===== src/logic/bldcp_pkg.sv =====
// Shared constants and types of the brushless commutation and protection block
package bldcp_pkg;

  // ------------------------------------------------------------
  // Register map (byte addresses)
  // ------------------------------------------------------------
  localparam logic [7:0] ADDR_LEVELS = 8'h00;
  localparam logic [7:0] ADDR_LOCK_CAP = 8'h04;
  localparam logic [7:0] ADDR_STATE = 8'h08;
  localparam logic [7:0] ADDR_IRQ_STAT = 8'h0C;
  localparam logic [7:0] ADDR_IRQ_MASK = 8'h10;

  // ------------------------------------------------------------
  // Level register fields and reset values (8-bit command codes), then the 16-bit lock capacitor reset
  // ------------------------------------------------------------
  localparam int LVL_ALL_OFF_POS = 0;
  localparam int LVL_SAW_LOW_POS = 8;
  localparam int LVL_SAW_HIGH_POS = 16;
  localparam int LVL_LOCK_INH_POS = 24;
  localparam logic [7:0] ALL_OFF_RST = 8'h31;
  localparam logic [7:0] SAW_LOW_RST = 8'h54;
  localparam logic [7:0] SAW_HIGH_RST = 8'hD8;
  localparam logic [7:0] LOCK_INH_RST = 8'h58;
  localparam logic [15:0] LOCK_CAP_RST = 16'h03E8;

  // ------------------------------------------------------------
  // Event bits of the interrupt status and mask registers
  // ------------------------------------------------------------
  localparam int EV_LIMIT = 0;
  localparam int EV_OVERCURRENT = 1;
  localparam int EV_UNDERVOLT = 2;
  localparam int EV_THERMAL = 3;
  localparam int EV_LOCK = 4;
  localparam int EV_W = 5;

  // ------------------------------------------------------------
  // Timing
  // ------------------------------------------------------------
  localparam int CLK_MHZ = 125;
  localparam int OC_RECOVERY_US = 1000;
  localparam int OC_RECOVERY_CYC = OC_RECOVERY_US * CLK_MHZ;
  localparam int LOCK_REF_PF = 1000;
  localparam int LOCK_DETECT_US = 2000;
  localparam int LOCK_RETRY_US = 12000;
  localparam int SAW_DIV_RST = 47;

  // ------------------------------------------------------------
  // Types
  // ------------------------------------------------------------
  typedef struct packed {
    logic top;
    logic bot;
  } bldcp_leg_t;

  typedef struct packed {
    bldcp_leg_t a;
    bldcp_leg_t b;
    bldcp_leg_t c;
  } bldcp_arms_t;

  typedef enum logic {LOCK_WATCH, LOCK_HELD} bldcp_lock_t;

endpackage


===== src/logic/bldcp_core.sv =====
// Commutation, PWM and protection logic of a three-phase motor driver
// Operation
// - Hall code picks one top and one bottom arm; 000 and 111 turn all off.
// - Single tach follows phase A Hall; triple tach high when two or more high.
// - PWM is speed command above sawtooth, applied to bottom arms only.
// - Current limit trip forces bottoms off until next sawtooth period.
// - Over-current trip forces all off for the recovery time.
// - Undervoltage holds all off until supply passes the higher release level.
// - Command between all-off and sawtooth low keeps bottoms off, tops decoded.
// - Command below all-off level turns every arm off.
// - Triple tach constant for detect time locks all off for retry time.
// - Both lock times scale linearly with the lock capacitor value.
// - Lock detection is suppressed at low command, undervoltage or overheat.
// - Overheat trips all off; release only below the lower temperature.
// - Hall bias is on while the command is at or above all-off level.
// - With bias off Hall inputs read low, so both tachs go low.
// - Lock timer runs regardless of the high-voltage rail.
`timescale 1ns/1ps
`default_nettype none
module bldcp_core
  import bldcp_pkg::*;
#(
  parameter int OC_RECOVERY_CYCLES = OC_RECOVERY_CYC,
  parameter int LOCK_DETECT_TICKS = LOCK_DETECT_US,
  parameter int LOCK_RETRY_TICKS = LOCK_RETRY_US,
  parameter int SAW_DIV = SAW_DIV_RST
) (
  // Clock and reset
  input wire logic pclk,
  input wire logic presetn,
  // APB slave
  input wire logic psel,
  input wire logic penable,
  input wire logic pwrite,
  input wire logic [7:0] paddr,
  input wire logic [31:0] pwdata,
  output logic [31:0] prdata,
  output logic pready,
  output logic pslverr,
  // Hall sensors and analog comparator flags
  input wire logic hall_phase_a,
  input wire logic hall_phase_b,
  input wire logic hall_phase_c,
  input wire logic limit_trip_in,
  input wire logic overcurrent_trip_in,
  input wire logic uv_below_trip_in,
  input wire logic uv_above_release_in,
  input wire logic temp_above_trip_in,
  input wire logic temp_below_release_in,
  // Speed command code from the on-chip converter, same clock
  input wire logic [7:0] speed_command_in,
  // Gate commands, tachometers, Hall bias, interrupt
  output bldcp_leg_t phase_a_out,
  output bldcp_leg_t phase_b_out,
  output bldcp_leg_t phase_c_out,
  output logic sensor_bias_out,
  output logic triple_rate_tach,
  output logic single_rate_tach,
  output logic irq
);

  // ------------------------------------------------------------
  // Input synchronisers
  // ------------------------------------------------------------
  logic [8:0] pins_raw, syn1_q, syn2_q;
  assign pins_raw = {hall_phase_a, hall_phase_b, hall_phase_c,
                     limit_trip_in, overcurrent_trip_in, uv_below_trip_in,
                     uv_above_release_in, temp_above_trip_in,
                     temp_below_release_in};
  always_ff @(posedge pclk or negedge presetn) begin
    if (!presetn) begin
      syn1_q <= 9'h000;
      syn2_q <= 9'h000;
    end else begin
      syn1_q <= pins_raw;
      syn2_q <= syn1_q;
    end
  end
  logic [2:0] hall_s;
  logic lim_s, oc_s, uv_trip_s, uv_rel_s, ot_trip_s, ot_rel_s;
  assign {hall_s, lim_s, oc_s, uv_trip_s, uv_rel_s, ot_trip_s,
          ot_rel_s} = syn2_q;

  // ------------------------------------------------------------
  // State
  // ------------------------------------------------------------
  logic [31:0] levels_q, levels_d, prdata_q, prdata_d;
  logic [15:0] cap_q, cap_d, sdiv_q, sdiv_d, lock_cnt_q, lock_cnt_d;
  logic [EV_W-1:0] mask_q, mask_d, ist_q, ist_d;
  logic [7:0] saw_q, saw_d;
  logic [23:0] oc_cnt_q, oc_cnt_d, lock_acc_q, lock_acc_d;
  logic ilim_q, ilim_d, oc_q, oc_d, uv_q, uv_d, ot_q, ot_d;
  bldcp_lock_t lock_q, lock_d;
  logic tach_prev_q, tach_prev_d, bias_q, bias_d, tach3_q, tach3_d;
  bldcp_arms_t arms_q, arms_d;
  logic tach1_q, tach1_d, irq_q, irq_d;
  logic pready_q, pready_d, pslverr_q, pslverr_d;
  logic [7:0] all_off_lvl, saw_low, saw_high, lock_inh;
  assign all_off_lvl = levels_q[LVL_ALL_OFF_POS +: 8];
  assign saw_low = levels_q[LVL_SAW_LOW_POS +: 8];
  assign saw_high = levels_q[LVL_SAW_HIGH_POS +: 8];
  assign lock_inh = levels_q[LVL_LOCK_INH_POS +: 8];
  // Shared combinational terms
  logic [2:0] hall_eff;
  logic saw_wrap, pwm, below_off, stop_band, lock_inhibit, lock_tick;
  logic shutdown, apb_done, addr_ok;
  logic [EV_W-1:0] ev;
  logic [23:0] lock_thr;
  bldcp_arms_t dec;

  // ------------------------------------------------------------
  // Next-state logic
  // ------------------------------------------------------------
  always_comb begin
    // Hall inputs read low while the sensor bias is off
    hall_eff = bias_q ? hall_s : 3'h0;
    below_off = speed_command_in < all_off_lvl;
    stop_band = !below_off && (speed_command_in < saw_low);
    bias_d = !below_off;
    // Sawtooth: one step per SAW_DIV cycles, low to high, then wrap
    saw_wrap = 1'b0;
    sdiv_d = sdiv_q + 16'h0001;
    saw_d = saw_q;
    if (sdiv_q >= 16'(SAW_DIV - 1)) begin
      sdiv_d = 16'h0000;
      if (saw_q >= saw_high) begin
        saw_d = saw_low;
        saw_wrap = 1'b1;
      end else begin
        saw_d = saw_q + 8'h01;
      end
    end
    pwm = speed_command_in > saw_q;
    // Cycle-by-cycle limit; a new trip wins over the period reset
    ilim_d = ilim_q;
    if (saw_wrap) begin
      ilim_d = 1'b0;
    end
    if (lim_s) begin
      ilim_d = 1'b1;
    end

    // Over-current shutdown with timed recovery
    oc_d = oc_q;
    oc_cnt_d = oc_cnt_q;
    if (oc_q) begin
      if (oc_cnt_q >= 24'(OC_RECOVERY_CYCLES - 1)) begin
        oc_d = 1'b0;
        oc_cnt_d = 24'h000000;
      end else begin
        oc_cnt_d = oc_cnt_q + 24'h000001;
      end
    end else if (oc_s) begin
      oc_d = 1'b1;
      oc_cnt_d = 24'h000000;
    end

    // Hysteresis latches for supply and temperature
    uv_d = uv_q;
    if (uv_trip_s) begin
      uv_d = 1'b1;
    end else if (uv_rel_s) begin
      uv_d = 1'b0;
    end
    ot_d = ot_q;
    if (ot_trip_s) begin
      ot_d = 1'b1;
    end else if (ot_rel_s) begin
      ot_d = 1'b0;
    end
    // Lock time base: tick period is cap_pf/1000 microseconds, so both
    // lock times follow the capacitor; a zero value is a grounded node.
    // Widen before the product, the reset value overflows 16 bits
    lock_thr = 24'(cap_q) * 24'(CLK_MHZ);
    lock_acc_d = lock_acc_q + 24'(LOCK_REF_PF);
    lock_tick = 1'b0;
    if (cap_q == 16'h0000) begin
      lock_acc_d = 24'h000000;
    end else if (lock_acc_d >= lock_thr) begin
      lock_acc_d = lock_acc_d - lock_thr;
      lock_tick = 1'b1;
    end
    // No high-voltage rail term enters here, so a late rail can trip it
    lock_inhibit = (speed_command_in <= lock_inh) || uv_q || ot_q
                   || (cap_q == 16'h0000);
    tach_prev_d = tach3_q;
    lock_d = lock_q;
    lock_cnt_d = lock_cnt_q;
    case (lock_q)
      LOCK_WATCH: begin
        if (lock_inhibit || (tach3_q != tach_prev_q)) begin
          lock_cnt_d = 16'h0000;
        end else if (lock_tick) begin
          if (lock_cnt_q >= 16'(LOCK_DETECT_TICKS - 1)) begin
            lock_d = LOCK_HELD;
            lock_cnt_d = 16'h0000;
          end else begin
            lock_cnt_d = lock_cnt_q + 16'h0001;
          end
        end
      end
      LOCK_HELD: begin
        if (lock_tick) begin
          if (lock_cnt_q >= 16'(LOCK_RETRY_TICKS - 1)) begin
            lock_d = LOCK_WATCH;
            lock_cnt_d = 16'h0000;
          end else begin
            lock_cnt_d = lock_cnt_q + 16'h0001;
          end
        end
      end
      default: begin
        lock_d = LOCK_WATCH;
        lock_cnt_d = 16'h0000;
      end
    endcase

    // Hall decode; codes 1 to 6 each enable one top and one other-phase bottom
    dec = '0;
    case (hall_eff)
      3'h5: begin
        dec.b.top = 1'b1;
        dec.a.bot = 1'b1;
      end
      3'h4: begin
        dec.c.top = 1'b1;
        dec.a.bot = 1'b1;
      end
      3'h6: begin
        dec.c.top = 1'b1;
        dec.b.bot = 1'b1;
      end
      3'h2: begin
        dec.a.top = 1'b1;
        dec.b.bot = 1'b1;
      end
      3'h3: begin
        dec.a.top = 1'b1;
        dec.c.bot = 1'b1;
      end
      3'h1: begin
        dec.b.top = 1'b1;
        dec.c.bot = 1'b1;
      end
      default: dec = '0;
    endcase

    // Bottoms carry the PWM, gated by limit and the stop band
    if (!pwm || ilim_q || lim_s || stop_band) begin
      dec.a.bot = 1'b0;
      dec.b.bot = 1'b0;
      dec.c.bot = 1'b0;
    end
    shutdown = oc_q || uv_q || ot_q || (lock_q == LOCK_HELD) || below_off;
    arms_d = shutdown ? '0 : dec;

    tach1_d = hall_eff[2];
    tach3_d = (hall_eff[2] & hall_eff[1]) | (hall_eff[2] & hall_eff[0])
              | (hall_eff[1] & hall_eff[0]);

    // Events and interrupt status; a new event wins over read-clear
    ev = '0;
    ev[EV_LIMIT] = ilim_d & !ilim_q;
    ev[EV_OVERCURRENT] = oc_d & !oc_q;
    ev[EV_UNDERVOLT] = uv_d & !uv_q;
    ev[EV_THERMAL] = ot_d & !ot_q;
    ev[EV_LOCK] = (lock_d == LOCK_HELD) && (lock_q == LOCK_WATCH);

    // APB: one wait state, answer registered
    apb_done = psel && penable && pready_q;
    addr_ok = (paddr == ADDR_LEVELS) || (paddr == ADDR_LOCK_CAP)
              || (paddr == ADDR_STATE) || (paddr == ADDR_IRQ_STAT)
              || (paddr == ADDR_IRQ_MASK);
    pready_d = psel && penable && !pready_q;
    pslverr_d = pready_d && !addr_ok;
    prdata_d = prdata_q;
    if (pready_d) begin
      case (paddr)
        ADDR_LEVELS: prdata_d = levels_q;
        ADDR_LOCK_CAP: prdata_d = {16'h0000, cap_q};
        ADDR_STATE: prdata_d = {24'h000000, bias_q, lock_q == LOCK_HELD,
                                ot_q, uv_q, oc_q, ilim_q, tach3_q,
                                tach1_q};
        ADDR_IRQ_STAT: prdata_d = {27'h0000000, ist_q};
        ADDR_IRQ_MASK: prdata_d = {27'h0000000, mask_q};
        default: prdata_d = 32'h00000000;
      endcase
    end

    levels_d = levels_q;
    cap_d = cap_q;
    mask_d = mask_q;
    ist_d = ist_q;
    if (apb_done && pwrite) begin
      case (paddr)
        ADDR_LEVELS: levels_d = pwdata;
        ADDR_LOCK_CAP: cap_d = pwdata[15:0];
        ADDR_IRQ_MASK: mask_d = pwdata[EV_W-1:0];
        default: levels_d = levels_q;
      endcase
    end
    if (apb_done && !pwrite && (paddr == ADDR_IRQ_STAT)) begin
      ist_d = '0;
    end
    ist_d = ist_d | ev;
    irq_d = |(ist_d & mask_d);
  end

  // ------------------------------------------------------------
  // Registers
  // ------------------------------------------------------------
  always_ff @(posedge pclk or negedge presetn) begin
    if (!presetn) begin
      levels_q <= {LOCK_INH_RST, SAW_HIGH_RST, SAW_LOW_RST, ALL_OFF_RST};
      cap_q <= LOCK_CAP_RST;
      mask_q <= '0;
      ist_q <= '0;
      sdiv_q <= 16'h0000;
      saw_q <= SAW_LOW_RST;
      oc_cnt_q <= 24'h000000;
      uv_q <= 1'b1;
      lock_q <= LOCK_WATCH;
      lock_cnt_q <= 16'h0000;
      lock_acc_q <= 24'h000000;
      arms_q <= '0;
      prdata_q <= 32'h00000000;
      {ilim_q, oc_q, ot_q, tach_prev_q, bias_q, tach3_q, tach1_q, irq_q,
       pready_q, pslverr_q} <= '0;
    end else begin
      levels_q <= levels_d;
      cap_q <= cap_d;
      mask_q <= mask_d;
      ist_q <= ist_d;
      sdiv_q <= sdiv_d;
      saw_q <= saw_d;
      oc_cnt_q <= oc_cnt_d;
      uv_q <= uv_d;
      lock_q <= lock_d;
      lock_cnt_q <= lock_cnt_d;
      lock_acc_q <= lock_acc_d;
      arms_q <= arms_d;
      prdata_q <= prdata_d;
      {ilim_q, oc_q, ot_q, tach_prev_q, bias_q, tach3_q, tach1_q, irq_q,
       pready_q, pslverr_q} <= {ilim_d, oc_d, ot_d, tach_prev_d, bias_d,
       tach3_d, tach1_d, irq_d, pready_d, pslverr_d};
    end
  end
  assign phase_a_out = arms_q.a;
  assign phase_b_out = arms_q.b;
  assign phase_c_out = arms_q.c;
  assign sensor_bias_out = bias_q;
  assign triple_rate_tach = tach3_q;
  assign single_rate_tach = tach1_q;
  assign irq = irq_q;
  assign prdata = prdata_q;
  assign pready = pready_q;
  assign pslverr = pslverr_q;

  logic bots_on;
  assign bots_on = arms_q.a.bot | arms_q.b.bot | arms_q.c.bot;
endmodule
`default_nettype wire


===== config.mk =====
export PLATFORM = sky130hd
export DESIGN_NAME = bldcp_core
export DESIGN_NICKNAME = d
export VERILOG_FILES = /design/src/logic/bldcp_pkg.sv /design/src/logic/bldcp_core.sv
export SDC_FILE = /design/constraint.sdc
export NUM_CORES = 1
export LEC_CHECK = 0
export BUFFER_PORTS_ARGS = -buffer_cell sky130_fd_sc_hd__clkbuf_2
export CAP_MARGIN = 5
export CELL_PAD_IN_SITES_DETAIL_PLACEMENT = 1
export CELL_PAD_IN_SITES_GLOBAL_PLACEMENT = 1
export CORE_MARGIN = 2
export CORE_UTILIZATION = 35
export DETAILED_ROUTE_END_ITERATION = 16
export PLACE_DENSITY = 0.7
export SYNTH_ARGS = -nofsm -noshare
export SYNTH_HDL_FRONTEND = slang
export SYNTH_SLANG_ARGS = --single-unit

===== constraint.sdc =====
create_clock -name pclk -period 10.31 [get_ports pclk]
set_clock_uncertainty 0.05 [all_clocks]
set_input_delay 1.5465 -clock pclk [delete_from_list [all_inputs] [get_ports pclk]]
set_output_delay 1.5465 -clock pclk [all_outputs]
set_load 0.02 [all_outputs]

==> summary.md, run 1 <==
| Metric | Value |
|---|---|
| Status | `finished, final reports clean` |
| Post-synthesis async set-or-reset flop share | `1.00` |
| GRT Resource Usage Total | `0.186` |
| Fraction of layout cells with a size suffix above 1 | `0.142` |
| Ys Warns | `0` |
| P_leak | `0.00776 µW` |
| Non-Filler Instances | `2,056` |
| Synth unique cells | `just over 70` |
| Largest net degree at the start of global routing | `79` |
| #FFs+latches synth | `214` |
| Die Area | `0.0413 mm²` |
| Register area share after synthesis | `0.388` |
| Post-Place Cells | `a little over 2,000` |
| Die Y | `203 µm` |
| Post-CTS Resized | `0` |
| CP startpoint | `cap_q[3]` |
| Drt first pass iters | `5` |
| Critical path's slowest cell | `and2_1` |
| Crit path capture type | `flip-flop` |
| Core Region | `between 0.03 and 0.04 mm²` |
| Area of the multi-input gates | `approximately 0.008 mm²` |
| CTS max path bufs | `3` |
| Initial Utilization | `0.357` |
| WP data required | `10.72 ns` |
| DR vias/cell | `5.22` |
| Clock transition at the registers of the reported paths | `0.06 ns` |
| Hold_sp | `syn1_q[0]` |
| Number of setup buffers added after CTS | `0` |
| Total grt overflow | `0` |
| Tcrit/Tclk final | `0.722` |
| WP buf/inv | `2` |
| Max Freq | `0.134 GHz` |
| Setup_tns | `0 ns` |
| Routed len/inst | `between 15 and 20 µm` |
| Final wirelength | `38,100 µm` |
| RSZ-0062 raised after global routing | `no` |
| Width of the die | `~200 µm` |
| Pwr Density | `about 160 mW/mm²` |
| CP cell instances | `inv_1, fa_1, fa_1, fa_1, fa_1, inv_1, ha_1, or3_1, o221ai_1, a211oi_1, o311ai_0, nand2b_1, a21oi_1, xor2_1, ha_1, nand3_1, o41ai_1, a2111o_1, and2_1, a31oi_1, o211ai_1` |
| Drt drc | `0` |
| Vias in the first global route | `about 11,000` |
| I/O Pins | `106` |
| Initial antenna violation count | `1` |
| Maximum VDD drop | `0.155 mV` |
| Num CTS Buffers | `24` |
| Pwr Total | `2560 µW` |
| Crit path DAT | `around 8 ns` |
| Total Nets Final | `1,763` |
| Filler cells | `4,474` |
| Setup violations, final | `0` |
| Clk Latency, worst-skew pair | `approximately 0.55 ns` |
| Hold buffer count at cts | `0` |
| Post-synth EDFFs | `0` |
| GP Congestion | `0.812` |
| Critical Path Fanout Max | `26` |
| Final min period | `7.45 ns` |
| CP Class | `flip-flop to flip-flop` |
| Rows | `72` |
| CTS tree | `yes` |
| Clock sinks | `between 200 and 250` |
| Crit-path most repeated cell | `fa_1` |
| H-tree levels | `1` |
| Crit path launch type | `flip-flop` |
| Fin Hold WS | `~0.3 ns` |
| Antenna viol nets, final | `0` |
| Storage element area | `0.00538 mm²` |
| Post-synthesis instance total | `approximately 1,400` |
| Port Buffers | `between 100 and 150` |
| Critical Path Max Stage Delay | `0.88 ns` |
| Hold Path Class | `flip-flop to flip-flop` |
| Most used DFF post-synth | `dfrtp_1` |
| Normalized max-slew margin | `0.250` |
| Final Max Slew Viols | `0` |
| Worst-Margin Slew | `1.12 ns` |
| Post-Syn Area | `between 0.01 and 0.015 mm²` |
| First-pass GRT wire length | `61,900 µm` |
| Synth-to-layout area growth | `14.6%` |
| CP delay by family, top | `adder cells` |
| Initial detailed-routing violation count | `431` |
| Avg Inst Size Synth | `9.86 µm²` |
| Reg-to-Reg Start | `cap_q[3]` |
| Max Cap Violations | `0` |
| Hpwl dp | `28,900 µm` |
| Fin. Hold Viols | `0` |
| Vias | `10,731` |
| Root Buffer | `clkbuf_16` |
-- synth_stat cells (9+ instances only) --
cell	instances	share of area
a22o_1	18	0.011
xnor2_1	31	0.020
inv_1	147	0.040
nand3_1	46	0.017
a21oi_1	67	0.024
a32oi_1	11	0.0069
nor3_1	16	0.0058
mux2i_1	23	0.017
o21ai_0	109	0.039
o31ai_1	17	0.0092
and3_1	18	0.0081
nor4_1	9	0.0041
a21o_1	28	0.015
dfstp_2	23	0.044
dfrtp_1	191	0.34
xor2_1	25	0.016
fa_1	55	0.079
and2_1	18	0.0081
nand2b_1	20	0.0090
nor2_1	67	0.018
mux2_2	24	0.019
nor2b_1	14	0.0063
ha_1	127	0.11
nand2_1	131	0.035
clkbuf_1	30	0.0081
nand4_1	17	0.0077
-- layout make-up --
| cell class | count | share of cell area |
|---|---|---|
| antenna | 1 | 0.000157 |
| inverter | 147 | 0.0347 |
| clock inverter | 10 | 0.0130 |
| clock buffer | 34 | 0.0432 |
| multi-input combinational | 1018 | 0.492 |
| sequential | 214 | 0.338 |
| tap | 518 | 0.0407 |
| timing repair buffer | 114 | 0.0379 |
-- routing by layer --
| layer | share of wire | up-vias | GRT usage | wire length, µm |
|---|---|---|---|---|
| met1 | 0.46 | 5409 | 0.250 | 17700 |
| met3 | 0.036 | 43 | 0.0318 | 1350 |
| met2 | 0.48 | 145 | 0.316 | 18300 |
| li1 | - | 5134 | - | - |
| met5 | 0 | - | 0 | 0 |
| met4 | 0.018 | 0 | 0.0404 | 693 |
-- path summary, 6_finish.rpt --
kind / depth (start not counted) / endpoint / slack (ns)
max in group asynchronous: 2 / prdata[8] / 7.76
hold / removal: 0 / syn2_q[0] / 0.30
min in group asynchronous: 1 / lock_acc_q[16] / 0.90
hold reg to reg: 0 / syn2_q[0] / 0.30
setup / recovery: 21 / irq / 2.86
setup reg to reg: 21 / irq / 2.86
-- where the power goes --
part | total [µW] | switching [µW] | leakage [µW] | internal [µW]
clock network | 966 | 372 | 0.000432 | 594
registers | 923 | 38.1 | 0.00271 | 885
logic | 671 | 427 | 0.00462 | 244
total | 2560 | 837 | 0.00776 | 1720
-- cell usage in the layout (no fill, tap or decap), drive strengths merged, types with 25 or more instances in the layout --
cell type,netlist,final
dfrtp,191,191
inv,147,148
o21ai,109,109
nand2,132,132
xnor2,31,31
ha,127,127
nand3,47,47
a21oi,67,67
xor2,25,25
nor2,67,67
a21o,28,28
fa,55,55
clkbuf,30,138
-- sequential cells by signal, summed over array words and instances, names as in the netlist, 16 cells and up --
register,count
cap_q,16
levels_q,32
lock_acc_q,24
lock_cnt_q,16
oc_cnt_q,24
prdata,32
sdiv_q,16
-- logic make-up (layout without fill, tap and decap cells) --
| kind of cell | Yosys count | after routing | share of synthesized area |
|---|---|---|---|
| other cells | 1 | 11 | 0.000270 |
| mux | 48 | 48 | 0.0377 |
| xor+xnor | 56 | 56 | 0.0353 |
| buf+inv | 186 | 305 | 0.0523 |
| simple gates | 390 | 390 | 0.138 |
| fa+ha+maj | 182 | 182 | 0.194 |
| flops | 214 | 214 | 0.388 |
| compound gates | 332 | 332 | 0.155 |
-- metrics by stage --
step | util | area, µm² | worst slack, ns
floorplan | - | 13900 | 4.05
global placement | 0.386 | 15000 | 3.12
detailed placement | 0.386 | 15000 | 2.88
CTS | 0.409 | 15900 | 2.85
global route | 0.409 | 15900 | 2.40
finish | 0.409 | 15900 | 2.86
No activity file was read; power rests on OpenSTA's default activity.
==> run 2: changes to the inputs <==
Clock period 10.31 ns to 6.9 ns, I/O delays scaled along.
==> run 2 against run 1 <==
  * Worst hold slack about the same
  * Fmax up 11%
  * Core utilization up 0.60 points
  * First-iteration DRC count down 0.46%
  * Design area up 1.5%
  * Routed wire length down 0.94%
  * Register-to-register slack worse by 2.6 ns
  * Final cell count up 1.1%
  * Sequential power up 50%
  * Highest routed layer unchanged
==> summary.md, run 2 (synthesized netlist as in run 1, its figures left out) <==
| Metric | Value |
|---|---|
| Status | `finished, final reports clean` |
| Clock transition at the registers of the reported paths | `~0.06 ns` |
| Rows | `slightly above 70` |
| Hold Path Class | `flip-flop to flip-flop` |
| Clock sinks | `214` |
| Port Buffers | `105` |
| Hold buffer count at cts | `0` |
| Initial Utilization | `0.357` |
| Routed len/inst | `about 18 µm` |
| P_leak | `~0.0079 µW` |
| Vias in the first global route | `11,486` |
| Crit path capture type | `flip-flop` |
| Clock Power Share | `0.333` |
| Total Nets Final | `1,785` |
| Num CTS Buffers | `24` |
| CTS max path bufs | `3` |
| Non-Filler Instances | `between 2,000 and 2,500` |
| Combinational share of power | `0.300` |
| Power Internal | `2500 µW` |
| Final min period | `6.68 ns` |
| I/O Pins | `roughly 110` |
| Net Switching | `1260 µW` |
| Fraction of layout cells with a size suffix above 1 | `0.170` |
| GP Congestion | `0.805` |
| Final Max Slew Viols | `0` |
| Filler cells | `about 4,500` |
| Sequential share of power | `0.367` |
| Total grt overflow | `0` |
| Max Freq | `~0.15 GHz` |
| Hpwl dp | `between 20,000 and 30,000 µm` |
| Largest net degree at the start of global routing | `181` |
| Critical Path Fanout Max | `6` |
| CTS tree | `yes` |
| Setup violations, final | `0` |
| Max Cap Violations | `0` |
| Hold-critical path depth | `0` |
| Final instance area | `roughly 0.016 mm²` |
| Most frequent cells in the layout | `dfrtp_1, inv_1, nand2_1, ha_1, o21ai_0` |
| Reg2Reg Depth | `23` |
| CP Class | `flip-flop to flip-flop` |
| Die Area | `0.0413 mm²` |
| Post-Place Cells | `2,022` |
| Commonest non-fill, non-tap cell in the layout | `dfrtp_1` |
| First-pass GRT wire length | `61,400 µm` |
| Drt drc | `0` |
| Worst-Margin Slew | `1.04 ns` |
| Synth-to-layout area growth | `16.3%` |
| Crit path DAT | `between 7 and 8 ns` |
| Initial detailed-routing violation count | `approximately 430` |
| Fin Hold WS | `approximately 0.30 ns` |
| Pwr Density | `233 mW/mm²` |
| DR vias/cell | `5.23` |
| H-tree levels | `1` |
| Core Region | `0.0389 mm²` |
| Crit path launch type | `flip-flop` |
| Fin. Hold Viols | `0` |
| Die Y | `~200 µm` |
| Root Buffer | `clkbuf_16` |
| Switching share of power | `0.336` |
| Tcrit/Tclk final | `0.969` |
| Antenna viol nets, final | `0` |
| Vias | `between 10,000 and 15,000` |
| GRT Resource Usage Total | `0.184` |
| Normalized max-slew margin | `0.301` |
| Width of the die | `just over 200 µm` |
| Clk Latency, worst-skew pair | `between 0.5 and 0.6 ns` |
| WP data required | `approximately 7.3 ns` |
| Maximum VDD drop | `0.179 mV` |
| Drt first pass iters | `5` |
| Initial antenna violation count | `1` |
| Post-DP Area | `0.0151 mm²` |
| Layout Utilization | `0.415` |
| Final wirelength | `37,700 µm` |
-- run 2: power groups by stage --
stage	logic (µW)	registers (µW)	clock network, µW
after floorplan	785	1390	0
after global placement	1040	1400	0
after detailed placement	1080	1400	0
after CTS	1090	1380	1300
after global routing	1260	1390	1340
final	1130	1380	1250
-- run 2: worst paths after layout --
kind                            startpoint              to  slack [ns]
worst max-delay path              cap_q[8]  lock_acc_q[12]        0.22
worst min-delay path             syn1_q[0]       syn2_q[0]        0.30
worst max register to register    cap_q[8]  lock_acc_q[12]        0.22
worst min register to register   syn1_q[0]       syn2_q[0]        0.30
max in group asynchronous          presetn        cap_q[1]        5.19
min in group asynchronous          presetn  lock_acc_q[23]        0.31
-- run 2: final cells by class --
class | instances | area, µm² | share of cell area
antenna | 2 | 5.00 | 0.000310
clock buffer | 38 | 713 | 0.0442
clock inverter | 6 | 61.3 | 0.00380
inverter | 147 | 563 | 0.0349
multi-input combinational | 1018 | 7970 | 0.493
sequential | 214 | 5390 | 0.333
tap | 518 | 648 | 0.0401
timing repair buffer | 136 | 806 | 0.0499
-- run 2: through the flow --
step | total power [µW] | setup TNS, ns | setup WS, ns
finish | 3760 | 0 | 0.217
global route | 3990 | -0.0842 | -0.0478
CTS | 3770 | 0 | 0.0409
detailed placement | 2480 | 0 | 0.0277
global placement | 2440 | 0 | 0.219
floorplan | 2170 | 0 | 0.642
-- run 2: critical path, stage by stage (launching register included) --
cell and delay [ns]:
dfstp_2 0.57, clkinvlp_4 0.16, fa_1 0.61, fa_1 0.45, fa_1 0.49, fa_1 0.51, inv_1 0.04, ha_1 0.30
a21o_1 0.20, a21oi_2 0.15, nor3b_2 0.19, a21boi_2 0.10, a21o_1 0.20, a21oi_1 0.19, xor2_1 0.11, ha_1 0.37
nand2_2 0.10, or3_1 0.39, o41ai_2 0.27, a2111o_1 0.27, nand2_1 0.10, buf_4 0.16, or3b_2 0.46, a21oi_1 0.14
-- run 2: layer usage --
layer  vias up  track usage  wire length [µm]
met5         -            0                 0
met4         0       0.0435               837
met3        53       0.0283              1410
met2       162        0.310             18200
met1      5469        0.247             17200
li1       5180            -                 -
-- run 2: what timing repair did --
item                       4_1_cts  5_1_grt
buffers inserted                 0       11
setup endpoints to repair        0       43
resized for setup                0       39
